==> config.mk <==
export PLATFORM = sky130hd
export DESIGN_NAME = radio_mode_device_flat
export DESIGN_NICKNAME = d
export VERILOG_FILES = /design/src/hw/radio_mode_pkg.sv /design/src/hw/radio_link_if.sv /design/src/hw/radio_mode_device.sv /design/src/flat_wrapper.sv
export SDC_FILE = /design/constraint.sdc
export NUM_CORES = 1
export LEC_CHECK = 0
export BUFFER_PORTS_ARGS = -buffer_cell sky130_fd_sc_hd__buf_2
export CAP_MARGIN = 10
export CORE_MARGIN = 4
export CORE_UTILIZATION = 25
export CTS_CLUSTER_DIAMETER = 60
export DETAILED_ROUTE_END_ITERATION = 12
export PLACE_DENSITY = 0.46
export RECOVER_POWER = 50
export SYNTH_ARGS = -nofsm -noshare
export SYNTH_HDL_FRONTEND = slang
export SYNTH_SLANG_ARGS = --single-unit
==> constraint.sdc <==
create_clock -name pclk -period 1.9 [get_ports pclk]
set_clock_uncertainty 0.05 [all_clocks]
set_input_delay 0.095 -clock pclk [delete_from_list [all_inputs] [get_ports pclk]]
set_output_delay 0.095 -clock pclk [all_outputs]
set_load 0.03 [all_outputs]
==> src/hw/radio_mode_pkg.sv <==
// constants and types shared by both ends of the radio mode link
// assumes a 200 MHz system clock on both ends
package radio_mode_pkg;
  localparam int clk_mhz = 200;
  // settling and pulse times, in microseconds as printed
  localparam int standby_to_active_delay_us = 210;
  localparam int gain_settle_us = 20;
  localparam int activate_min_us = 20;
  localparam int cs_after_activate_us = 4;
  localparam int powerdown_to_standby_delay_us = 2000;
  localparam int settle_cycles = standby_to_active_delay_us * clk_mhz;
  localparam int gain_cycles = gain_settle_us * clk_mhz;
  localparam int activate_cycles = activate_min_us * clk_mhz;
  localparam int cs_cycles = cs_after_activate_us * clk_mhz;
  localparam int pd2stby_cycles = powerdown_to_standby_delay_us * clk_mhz;
  localparam int packet_cycles_default = 64;
  // device register map (byte index on the link)
  localparam logic [7:0] config_addr = 8'h00;
  localparam logic [7:0] channel_addr = 8'h05;
  localparam logic [7:0] radio_setup_addr = 8'h06;
  localparam logic [7:0] power_level_addr = 8'h09;
  localparam logic [7:0] tx_load_addr = 8'hA0;
  localparam int power_on_pos = 1;
  localparam int receive_role_pos = 0;
  localparam int rate_lsb = 4;
  localparam int tx_power_lsb = 0;
  // air rate codes; 2'b11 is reserved
  localparam logic [1:0] rate_500k = 2'h0;
  localparam logic [1:0] rate_1m = 2'h1;
  localparam logic [1:0] rate_2m = 2'h2;
  localparam logic [7:0] config_reset = 8'h00;
  localparam logic [7:0] channel_reset = 8'h02;
  localparam logic [7:0] radio_setup_reset = 8'h1F;
  localparam logic [7:0] power_floor = 8'h9C;
  localparam logic [7:0] power_ceiling = 8'h0A;
  localparam int tx_depth = 3;
  // host APB register offsets
  localparam logic [7:0] ctrl_off = 8'h00;
  localparam logic [7:0] setup_off = 8'h04;
  localparam logic [7:0] status_off = 8'h08;
  localparam logic [7:0] level_off = 8'h0C;
  localparam int ctrl_go_pos = 0;
  localparam int ctrl_hold_pos = 1;
  localparam int ctrl_load_pos = 2;
  localparam int ctrl_write_pos = 3;
  typedef enum logic [2:0] {
    mode_reset = 3'b000,
    mode_powerdown = 3'b001,
    mode_standby1 = 3'b011,
    mode_settle = 3'b010,
    mode_tx = 3'b110,
    mode_rx = 3'b111,
    mode_standby2 = 3'b101
  } mode_type;
endpackage

==> src/hw/radio_link_if.sv <==
// link between host controller and radio: activate pin plus a
// simple strobed register port standing in for the serial port
`timescale 1ns/1ps
interface radio_link_if;
  logic activate; // activate pin, host driven
  logic cs_n; // chip select, low during an access
  logic wr; // write strobe, pulse while cs_n low
  logic [7:0] addr; // register index
  logic [7:0] wdata; // write data
  logic [7:0] rdata; // read data from device
  logic tx_empty; // device transmit fifo empty
  logic [2:0] mode; // device mode code
  modport device (input activate, cs_n, wr, addr, wdata,
    output rdata, tx_empty, mode);
  modport host (output activate, cs_n, wr, addr, wdata,
    input rdata, tx_empty, mode);
endinterface

==> src/hw/radio_mode_device.sv <==
// operating-mode controller of the radio transceiver end
// link inputs come from another clock domain and are synchronised
`timescale 1ns/1ps
module radio_mode_device (
  input wire logic pclk, // system clock
  input wire logic presetn, // async reset, active low
  radio_link_if.device link, // host side link
  input wire logic rx_packet, // pulse: valid packet received
  input wire logic [7:0] rx_power, // raw received power, signed
  output logic [11:0] carrier_mhz, // carrier frequency
  output logic [1:0] air_rate, // selected air rate
  output logic [3:0] tx_power_level, // selected output power
  output logic rate_valid, // air rate code is not reserved
  output logic tx_done, // pulse: packet sent
  output logic rx_stored, // pulse: packet stored
  output logic rx_dropped, // pulse: packet dropped
  output logic [1:0] rx_count // packets held in receive fifo
);
  localparam int packet_cycles = radio_mode_pkg::packet_cycles_default;

  ////////////////////////////////////////////////////////////////////
  // two-flop synchronisers on every link input
  logic [11:0] sync1;
  logic [11:0] sync2;
  logic activate_s;
  logic cs_n_s;
  logic wr_s;
  logic wr_prev;
  logic cs_prev;
  always_ff @(posedge pclk or negedge presetn) begin
    if (!presetn) begin
      // chip select resets to its idle high level, so no false rise
      sync1 <= 12'h300;
      sync2 <= 12'h300;
    end else begin
      sync1 <= {link.activate, link.wr, link.cs_n, 1'b1, link.addr};
      sync2 <= sync1;
    end
  end
  assign activate_s = sync2[11];
  assign wr_s = sync2[10];
  assign cs_n_s = sync2[9];

  ////////////////////////////////////////////////////////////////////
  // register writes are taken on the rising edge of the strobe;
  // address and data are held steady by the host around it
  logic [7:0] addr_q;
  logic [7:0] wdata_q;
  logic [7:0] wdata_s;
  logic [7:0] config_reg;
  logic [7:0] channel_number;
  logic [7:0] radio_setup_reg;
  logic [1:0] tx_fill;
  logic wr_edge;
  logic load_edge;
  logic cs_rise;
  always_ff @(posedge pclk or negedge presetn) begin
    if (!presetn) begin
      wdata_q <= 8'h00;
      wdata_s <= 8'h00;
      wr_prev <= 1'b0;
      cs_prev <= 1'b1;
    end else begin
      wdata_q <= link.wdata;
      wdata_s <= wdata_q;
      wr_prev <= wr_s;
      cs_prev <= cs_n_s;
    end
  end
  assign addr_q = sync2[7:0];
  assign wr_edge = wr_s && !wr_prev;
  assign load_edge = wr_edge && (addr_q == radio_mode_pkg::tx_load_addr);
  assign cs_rise = cs_n_s && !cs_prev;

  // port works in every mode, power-down included
  always_ff @(posedge pclk or negedge presetn) begin
    if (!presetn) begin
      config_reg <= radio_mode_pkg::config_reset;
      channel_number <= radio_mode_pkg::channel_reset;
      radio_setup_reg <= radio_mode_pkg::radio_setup_reset;
    end else if (wr_edge) begin
      case (addr_q)
        radio_mode_pkg::config_addr: config_reg <= wdata_s;
        radio_mode_pkg::channel_addr: channel_number <= wdata_s;
        radio_mode_pkg::radio_setup_addr: radio_setup_reg <= wdata_s;
        default: config_reg <= config_reg;
      endcase
    end
  end

  logic power_on_bit;
  logic receive_role_select;
  assign power_on_bit = config_reg[radio_mode_pkg::power_on_pos];
  assign receive_role_select = config_reg[radio_mode_pkg::receive_role_pos];
  assign air_rate = radio_setup_reg[radio_mode_pkg::rate_lsb +: 2];
  assign rate_valid = (air_rate != 2'h3);
  assign tx_power_level = radio_setup_reg[radio_mode_pkg::tx_power_lsb +: 4];
  assign carrier_mhz = 12'h960 + {4'h0, channel_number};

  ////////////////////////////////////////////////////////////////////
  // mode state machine with one shared settle timer
  radio_mode_pkg::mode_type mode;
  radio_mode_pkg::mode_type next_mode;
  logic [15:0] timer;
  logic [15:0] next_timer;
  logic settle_to_rx;
  logic next_settle_to_rx;
  logic pending_send; // an upload seen in standby-II (cs rise starts it)
  logic timer_done;
  logic tx_fin;
  assign timer_done = (timer == 16'h0000);
  assign tx_fin = (mode == radio_mode_pkg::mode_tx) && timer_done;

  always_comb begin
    next_mode = mode;
    next_timer = (timer == 16'h0000) ? 16'h0000 : timer - 16'h0001;
    next_settle_to_rx = settle_to_rx;
    if (!power_on_bit && mode != radio_mode_pkg::mode_reset) begin
      next_mode = radio_mode_pkg::mode_powerdown;
    end else begin
      case (mode)
        radio_mode_pkg::mode_reset:
          next_mode = radio_mode_pkg::mode_powerdown;
        radio_mode_pkg::mode_powerdown:
          next_mode = radio_mode_pkg::mode_standby1;
        radio_mode_pkg::mode_standby1: begin
          if (activate_s && receive_role_select) begin
            next_mode = radio_mode_pkg::mode_settle;
            next_settle_to_rx = 1'b1;
            next_timer = 16'(radio_mode_pkg::settle_cycles - 1);
          end else if (activate_s && tx_fill != 2'h0) begin
            next_mode = radio_mode_pkg::mode_settle;
            next_settle_to_rx = 1'b0;
            next_timer = 16'(radio_mode_pkg::settle_cycles - 1);
          end else if (activate_s) begin
            next_mode = radio_mode_pkg::mode_standby2;
          end
        end
        radio_mode_pkg::mode_settle: begin
          if (!activate_s && settle_to_rx) begin
            next_mode = radio_mode_pkg::mode_standby1;
          end else if (timer_done) begin
            if (settle_to_rx) begin
              next_mode = radio_mode_pkg::mode_rx;
              next_timer = 16'(radio_mode_pkg::gain_cycles - 1);
            end else begin
              next_mode = radio_mode_pkg::mode_tx;
              next_timer = 16'(packet_cycles - 1);
            end
          end
        end
        radio_mode_pkg::mode_tx: begin
          if (timer_done) begin
            if (!activate_s) begin
              next_mode = radio_mode_pkg::mode_standby1;
            end else if (tx_fill > 2'h1) begin
              next_timer = 16'(packet_cycles - 1);
            end else begin
              next_mode = radio_mode_pkg::mode_standby2;
            end
          end
        end
        radio_mode_pkg::mode_rx: begin
          if (!activate_s || !receive_role_select) begin
            next_mode = radio_mode_pkg::mode_standby1;
          end
        end
        radio_mode_pkg::mode_standby2: begin
          if (!activate_s) begin
            next_mode = radio_mode_pkg::mode_standby1;
          end else if (pending_send && cs_rise) begin
            next_mode = radio_mode_pkg::mode_settle;
            next_settle_to_rx = 1'b0;
            next_timer = 16'(radio_mode_pkg::settle_cycles - 1);
          end
        end
        default: next_mode = radio_mode_pkg::mode_powerdown;
      endcase
    end
  end

  always_ff @(posedge pclk or negedge presetn) begin
    if (!presetn) begin
      mode <= radio_mode_pkg::mode_reset;
      timer <= 16'h0000;
      settle_to_rx <= 1'b0;
    end else begin
      mode <= next_mode;
      timer <= next_timer;
      settle_to_rx <= next_settle_to_rx;
    end
  end

  // upload seen while idling in standby-II waits for chip select rise
  always_ff @(posedge pclk or negedge presetn) begin
    if (!presetn) begin
      pending_send <= 1'b0;
    end else if (mode != radio_mode_pkg::mode_standby2) begin
      pending_send <= 1'b0;
    end else if (load_edge) begin
      pending_send <= 1'b1;
    end
  end

  // transmit fifo level: loads add, finished packets remove
  always_ff @(posedge pclk or negedge presetn) begin
    if (!presetn) begin
      tx_fill <= 2'h0;
      tx_done <= 1'b0;
    end else begin
      tx_done <= tx_fin;
      if (load_edge && !tx_fin && tx_fill != 2'(radio_mode_pkg::tx_depth)) begin
        tx_fill <= tx_fill + 2'h1;
      end else if (tx_fin && !load_edge) begin
        tx_fill <= tx_fill - 2'h1;
      end
    end
  end

  ////////////////////////////////////////////////////////////////////
  // receive fifo occupancy and power level capture
  logic in_rx;
  logic level_valid;
  logic [7:0] received_power_level;
  logic [7:0] clamped_power;
  assign in_rx = (mode == radio_mode_pkg::mode_rx);
  assign level_valid = in_rx && timer_done;
  // clamp to the documented signed span, power_floor up to power_ceiling
  assign clamped_power =
    ($signed(rx_power) < $signed(radio_mode_pkg::power_floor)) ?
      radio_mode_pkg::power_floor :
    ($signed(rx_power) > $signed(radio_mode_pkg::power_ceiling)) ?
      radio_mode_pkg::power_ceiling : rx_power;
  always_ff @(posedge pclk or negedge presetn) begin
    if (!presetn) begin
      rx_count <= 2'h0;
      rx_stored <= 1'b0;
      rx_dropped <= 1'b0;
      received_power_level <= 8'h00;
    end else begin
      rx_stored <= in_rx && rx_packet &&
        rx_count != 2'(radio_mode_pkg::tx_depth);
      rx_dropped <= in_rx && rx_packet &&
        rx_count == 2'(radio_mode_pkg::tx_depth);
      if (in_rx && rx_packet && rx_count != 2'(radio_mode_pkg::tx_depth)) begin
        rx_count <= rx_count + 2'h1;
      end
      if (level_valid) begin
        received_power_level <= clamped_power;
      end
    end
  end

  ////////////////////////////////////////////////////////////////////
  // read data and status back to the host, registered
  logic [7:0] read_mux;
  assign read_mux =
    (addr_q == radio_mode_pkg::config_addr) ? config_reg :
    (addr_q == radio_mode_pkg::channel_addr) ? channel_number :
    (addr_q == radio_mode_pkg::radio_setup_addr) ? radio_setup_reg :
    (addr_q == radio_mode_pkg::power_level_addr) ?
      received_power_level : 8'h00;
  always_ff @(posedge pclk or negedge presetn) begin
    if (!presetn) begin
      link.rdata <= 8'h00;
      link.tx_empty <= 1'b1;
      link.mode <= 3'h0;
    end else begin
      link.rdata <= read_mux;
      link.tx_empty <= (tx_fill == 2'h0);
      link.mode <= mode;
    end
  end
endmodule

==> src/flat_wrapper.sv <==
// flat-port wrapper written by rule: the top's interface ports become plain ports
module radio_mode_device_flat 
  (pclk, presetn, rx_packet, rx_power, carrier_mhz, air_rate, tx_power_level, rate_valid, tx_done, rx_stored, rx_dropped, rx_count, link_activate, link_cs_n, link_wr, link_addr, link_wdata, link_rdata, link_tx_empty, link_mode);
  radio_link_if link_i ();
  input wire logic pclk;
  input wire logic presetn;
  input wire logic rx_packet;
  input wire logic [7:0] rx_power;
  output logic [11:0] carrier_mhz;
  output logic [1:0] air_rate;
  output logic [3:0] tx_power_level;
  output logic rate_valid;
  output logic tx_done;
  output logic rx_stored;
  output logic rx_dropped;
  output logic [1:0] rx_count;
  input wire logic [$bits(link_i.activate)-1:0] link_activate;
  input wire logic [$bits(link_i.cs_n)-1:0] link_cs_n;
  input wire logic [$bits(link_i.wr)-1:0] link_wr;
  input wire logic [$bits(link_i.addr)-1:0] link_addr;
  input wire logic [$bits(link_i.wdata)-1:0] link_wdata;
  output wire logic [$bits(link_i.rdata)-1:0] link_rdata;
  output wire logic [$bits(link_i.tx_empty)-1:0] link_tx_empty;
  output wire logic [$bits(link_i.mode)-1:0] link_mode;
  assign link_i.activate = link_activate;
  assign link_i.cs_n = link_cs_n;
  assign link_i.wr = link_wr;
  assign link_i.addr = link_addr;
  assign link_i.wdata = link_wdata;
  assign link_rdata = link_i.rdata;
  assign link_tx_empty = link_i.tx_empty;
  assign link_mode = link_i.mode;
  radio_mode_device u_core (.pclk(pclk), .presetn(presetn), .link(link_i), .rx_packet(rx_packet), .rx_power(rx_power), .carrier_mhz(carrier_mhz), .air_rate(air_rate), .tx_power_level(tx_power_level), .rate_valid(rate_valid), .tx_done(tx_done), .rx_stored(rx_stored), .rx_dropped(rx_dropped), .rx_count(rx_count));
endmodule
==> impl_metrics.tcl, run 1 <==
set metrics [dict create \
    cts_sinks 112 \
    holdWs_ns 0.00983 \
    crit_path_top_delay_cell "or4_4" \
    worstPathBufferInverterCount 1 \
    synth.avg_cell_area_um2 12.3 \
    setup_slack_ns 0.00215 \
    hold_class "input pin to flip-flop" \
    antenna_found_initial 0 \
    r2r_end "u_core.radio_setup_reg[5]" \
    syn_inst 380 \
    start_kind "flip-flop" \
    ys.flop_type "dfrtp_1" \
    largest_reg_flops 16 \
    drc_errors 0 \
    cts_tree "yes" \
    slowest_delay_ns 0.57 \
    vias_per_cell 4.47 \
    ctsLongestPathBuffers 2 \
    rsz0062_at_grt "yes" \
    whs_endpoint "u_core.received_power_level[3]" \
    num-nets-final 533 \
    reg_top3 "u_core.timer x16, u_core.sync1 x11, u_core.sync2 x11" \
    place_hpwl_mm 7.84 \
    root_buffer "clkbuf_16" \
    dp_slack_ns -0.111 \
    p_leak_nw 2.83 \
    path_class "flip-flop to flip-flop" \
    layout_commonest_cell "dfrtp_1" \
    max_cap_violations 0 \
    path_cells "or4_4 > nor3b_4 > buf_6 > nand2_8 > mux2_4" \
    pin_count 66 \
    vias 3259 \
    hold_depth 3 \
    area_growth_pct 30.6 \
    status "complete, no violations" \
    hold_viol_final 0 \
    worstReg2RegStart "u_core.sync2[5]" \
    end_kind "flip-flop" \
    top_register "u_core.timer" \
    firstDrtPassIters 4 \
    yosys_warnings 0 \
    grt_max_degree 46 \
    core.rowCount 49 \
    n_antenna_cell 0 \
    start_util 0.257 \
    cts-buffers-inserted 9 \
    tightest_slew_ns 0.827 \
    finalCritPeriodShare 0.999 \
    wl_per_cell_um 14.9 \
    drv_slew 0 \
    min_from "rx_power[3]" \
    core_area_um2 18200 \
    drtAntennaViolNets 0 \
    first_global_vias 3464 \
    track_usage 0.110 \
    gp_congestion 0.822 \
    grt_pass1_wl_mm 17.9 \
    die-area_um2 21000 \
    critPathArrivalTime_ns 2.09 \
    setup_viol 0 \
    async_flop_share 1.00 \
    finalCriticalPeriod_ns 1.90 \
    final_cell_mix "101 x dfrtp_1, 62 x buf_2, 37 x buf_4, 32 x o21ai_0, 26 x nand2_1" \
    grt-ovfl-total 0 \
    die_x_um 145 \
    syn-num-nets 418 \
    path_clk_slew_ns 0.08 \
    first_iter_violations 131 \
    synth_area_um2 4680 \
    synth-seq-cells 112 \
    final_area_um2 6110 \
    rrSetupSlack_ns 0.002 \
    reg2regPathDepth 5 \
    wl_mm 10.8 \
    chipHeight_um 145 \
    powerDensity_nw_per_um2 922 \
    timing.fmax_ghz 0.527 \
    drive_gt1_frac 0.372 \
    critPathTopFamily "simple AND/OR/NAND/NOR gates" \
    relSlewSlack 0.449 \
    critical_path_required_ns 2.09 \
    synth-edff-count 0 \
    ys_seq_area_frac 0.602 \
    ys_types 55 \
    path_max_fanout 8 \
    cts_max_level 3 \
    portBuffers 63 \
    clock_latency_ns 0.35 \
    max-vdd-ir-drop_mv 0.485 \
    dpl_cell_area_um2 5450 \
    finalSetupTns_ns 0 \
]
-- layout make-up --
| class | count | area, µm² |
|---|---|---|
| multi-input combinational | 229 | 1760 |
| sequential | 112 | 2820 |
| timing repair buffer | 130 | 911 |
| tap | 229 | 287 |
| fill | 1808 | 12100 |
| inverter | 13 | 48.8 |
| clock buffer | 9 | 225 |
| clock inverter | 7 | 70.1 |
-- routing by layer --
| layer | up-vias | GRT usage | share of wire |
|---|---|---|---|
| li1 | 1554 | - | - |
| met1 | 1630 | 0.142 | 0.46 |
| met2 | 70 | 0.183 | 0.49 |
| met3 | 5 | 0.0358 | 0.049 |
| met4 | 0 | 0.0236 | 0.0079 |
| met5 | - | 0 | 0 |
-- worst max path at each step --
stage | cells after the start | endpoint | startpoint
2_1_floorplan | 9 | u_core.tx_fill[0] | u_core.timer[0]
3_3_place_gp | 4 | u_core.channel_number[0] | u_core.sync2[5]
3_5_place_dp | 4 | u_core.channel_number[2] | u_core.sync2[5]
4_1_cts | 5 | u_core.radio_setup_reg[5] | u_core.sync2[7]
5_1_grt | 5 | u_core.radio_setup_reg[5] | u_core.sync2[5]
6_report | 5 | u_core.radio_setup_reg[5] | u_core.sync2[5]
-- report_power, final --
part / switching [W] / internal (W)
clock: 0.000912 / 0.000917
combinational: 0.000438 / 0.000492
sequential: 0.000258 / 0.00262
total: 0.00161 / 0.00403
-- kinds of logic (layout without fill, tap and decap cells) --
family,Yosys count,count (layout),synth area share
fa+ha+maj,8,8,0.0214
compound gates,76,76,0.104
simple gates,104,104,0.137
xor+xnor,12,12,0.0225
flops,112,112,0.602
other cells,2,2,0.00160
buf+inv,39,159,0.0471
mux,27,27,0.0647
-- per-stage QoR --
| step | utilization | total power, W | instances |
|---|---|---|---|
| final | 0.336 | 0.00564 | 729 |
| after floorplan | - | 0.00337 | 380 |
| after detailed placement | 0.300 | 0.00379 | 684 |
| after global routing | 0.336 | 0.00597 | 729 |
| after global placement | 0.300 | 0.00376 | 684 |
| after CTS | 0.333 | 0.00571 | 727 |
-- cells in the mapped netlist, drive strengths merged (6+ instances only) --
cell | n | area share
a22oi | 16 | 0.026
buf | 21 | 0.033
nor4 | 6 | 0.020
nand2b | 6 | 0.0080
dfstp | 10 | 0.056
nand2 | 29 | 0.024
ha | 8 | 0.021
nor2 | 17 | 0.014
o21ai | 36 | 0.039
mux2 | 26 | 0.063
nand3 | 12 | 0.013
xor2 | 6 | 0.011
dfrtp | 102 | 0.55
xnor2 | 6 | 0.011
inv | 13 | 0.010
-- tightest hold or removal path, cell delays in order --
cell and delay (ns):
buf_2 0.10, a21oi_1 0.04, o21ai_0 0.14
-- repair_timing --
action,4_1_cts,5_1_grt
endpoints found under the setup margin,34,45
buffers inserted,3,2
gates resized for setup,14,19
hold endpoints to repair,54,0
hold buffers,24,0
pin swaps,2,5
(Power assumes the default switching activity.)
==> inputs of run 2 (changes only) <==
--- a/config.mk
+++ b/config.mk
@@ -11,7 +11,8 @@
 export CORE_UTILIZATION = 25
 export CTS_CLUSTER_DIAMETER = 60
 export DETAILED_ROUTE_END_ITERATION = 12
-export PLACE_DENSITY = 0.46
+export GPL_TIMING_DRIVEN = 0
+export PLACE_DENSITY = 0.43
 export RECOVER_POWER = 50
 export SYNTH_ARGS = -nofsm -noshare
 export SYNTH_HDL_FRONTEND = slang
==> run 2 against run 1 <==
  * Fmax is 1.1% lower
  * Clock power grew 7%
  * Combinational power fell by 4.3%
  * Non-clock buffer count is the same
  * Final cell count stayed put
  * Critical endpoint is now u_core.radio_setup_reg[7]
  * The flow now finishes with violations (negative setup slack)
  * Global-route usage fell by 0.28 points
  * Count of clock-buffer cells in the layout is the same
  * First-iteration DRC count is 50% higher
==> impl_metrics.tcl, run 2 (same netlist as run 1, synthesis figures left out) <==
set metrics [dict create \
    ctsLongestPathBuffers 2 \
    max_cap_violations 0 \
    track_usage 0.108 \
    path_max_fanout 8 \
    firstDrtPassIters 5 \
    powerDensity_nw_per_um2 945 \
    p_leak_nw 2.73 \
    drtAntennaViolNets 0 \
    rsz0062_at_grt "yes" \
    num-fill-cells 1837 \
    internal_power_w 0.00403 \
    cts_tree "yes" \
    first_global_vias 3316 \
    grt_pass1_wl_mm 17.4 \
    dpl_cell_area_um2 5310 \
    cts_sinks 112 \
    path_clk_slew_ns 0.08 \
    seqPwrFrac 0.505 \
    top_register "u_core.timer" \
    share_comb_of_total_power 0.155 \
    final_cell_mix "100 x dfrtp_1, 46 x buf_2, 30 x buf_4, 26 x mux2_2" \
    cts_max_level 3 \
    end_kind "flip-flop" \
    antenna_found_initial 0 \
    pin_count 66 \
    reg_top3 "u_core.timer x16, u_core.sync1 x11, u_core.sync2 x11" \
    multi_input_area_um2 1740 \
    wl_mm 10.5 \
    timing.fmax_ghz 0.521 \
    finalCriticalPeriod_ns 1.92 \
    tightest_slew_ns 1.09 \
    critPathArrivalTime_ns 2.12 \
    root_buffer "clkbuf_16" \
    finalSetupTns_ns -0.103 \
    violations "negative setup slack" \
    grt-ovfl-total 0 \
    chipHeight_um 145 \
    largest_reg_flops 16 \
    n_antenna_cell 0 \
    layout_commonest_cell "dfrtp_1" \
    switchingPower_w 0.00172 \
    cts-buffers-inserted 9 \
    swShare 0.300 \
    drive_gt1_frac 0.344 \
    critical_path_required_ns 2.10 \
    grt_max_degree 70 \
    clock_latency_ns 0.36 \
    core.rowCount 49 \
    wl_per_cell_um 14.4 \
    max-vdd-ir-drop_mv 0.446 \
    place_hpwl_mm 7.30 \
    setup_viol 11 \
    path_class "flip-flop to flip-flop" \
    finalCritPeriodShare 1.01 \
    dp_slack_ns -0.397 \
    hold_class "input pin to flip-flop" \
    hold_viol_final 0 \
    status "finished with violations" \
    final_area_um2 6080 \
    num-nets-final 533 \
    relSlewSlack 0.273 \
    drv_slew 0 \
    die-area_um2 21000 \
    clkPwrFrac 0.341 \
    core_area_um2 18200 \
    vias_per_cell 4.39 \
    die_x_um 145 \
    gp_congestion 0.814 \
    portBuffers 62 \
    first_iter_violations 197 \
    drc_errors 0 \
    start_util 0.257 \
    start_kind "flip-flop" \
    vias 3203 \
    area_growth_pct 30.0 \
    regArea_um2 2820 \
    setup_slack_ns -0.0190 \
]
## run 2: changes by cell type in the layout (fill, tap and decap cells not counted), sizes merged
cell / previous run / this run
clkinv: 4 / 1
inv: 14 / 19
dlygate4sd3: 24 / 23
clkinvlp: 2 / 0
buf: 103 / 84
clkbuf: 12 / 32
## run 2: layout make-up
| cell class | instances | area share |
|---|---|---|
| timing repair buffer | 105 | 0.115 |
| tap | 229 | 0.0471 |
| clock buffer | 9 | 0.0370 |
| clock inverter | 7 | 0.0128 |
| buffer | 25 | 0.0311 |
| sequential | 112 | 0.463 |
| inverter | 13 | 0.00802 |
| multi-input combinational | 229 | 0.286 |
## run 2: worst paths after layout
path	startpoint	endpoint	slack, ns	cells after the start
worst max-delay path	u_core.sync2[5]	u_core.radio_setup_reg[7]	-0.02	4
worst min-delay path	rx_power[5]	u_core.received_power_level[5]	0.006	3
worst max register to register	u_core.sync2[5]	u_core.radio_setup_reg[7]	-0.02	4
worst min register to register	u_core.sync1[3]	u_core.sync2[3]	0.30	0
max in group asynchronous	presetn	u_core.radio_setup_reg[3]	0.32	3
min in group asynchronous	presetn	u_core.link.mode[0]	0.41	2
## run 2: through the flow
step | total power (W) | hold slack (ns) | instances | utilization
detailed placement | 0.00361 | 0.0831 | 672 | 0.291
floorplan | 0.00337 | -0.251 | 380 | -
CTS | 0.00577 | 0.00125 | 721 | 0.328
finish | 0.00575 | 0.00553 | 729 | 0.334
global route | 0.00610 | 0.00443 | 729 | 0.334
global placement | 0.00358 | 0.153 | 671 | 0.290
## run 2: power by group through the flow
stage / Combinational (W) / Clock (W) / Sequential (W)
after detailed placement: 0.000690 / 0 / 0.00292
after CTS: 0.000838 / 0.00204 / 0.00289
after global placement: 0.000670 / 0 / 0.00291
after floorplan: 0.000496 / 0 / 0.00287
final: 0.000890 / 0.00196 / 0.00290
after global routing: 0.00101 / 0.00215 / 0.00294
## run 2: repair_timing
item	CTS	global route
hold buffers	23	0
gates resized for setup	25	28
buffers inserted	11	8
endpoints found under the setup margin	55	57
endpoints found under the hold margin	61	0
pin swaps	9	6
## run 2: routing by layer
metal  part of all wire  routed length [µm]  track usage  vias to the layer above
met1               0.48                5070        0.153                     1561
met5                  0                   0            0                        -
met3              0.047                 496       0.0335                        8
met2               0.46                4840        0.159                       67
li1                   -                   -            -                     1567
met4              0.010                 106       0.0285                        0
## run 2: worst max-delay path, stage by stage, from the launching register on
cell	delay (ns)
dfrtp_1	0.38
or4_4	0.56
nor3b_4	0.26
nand2_2	0.23
mux2_2	0.33
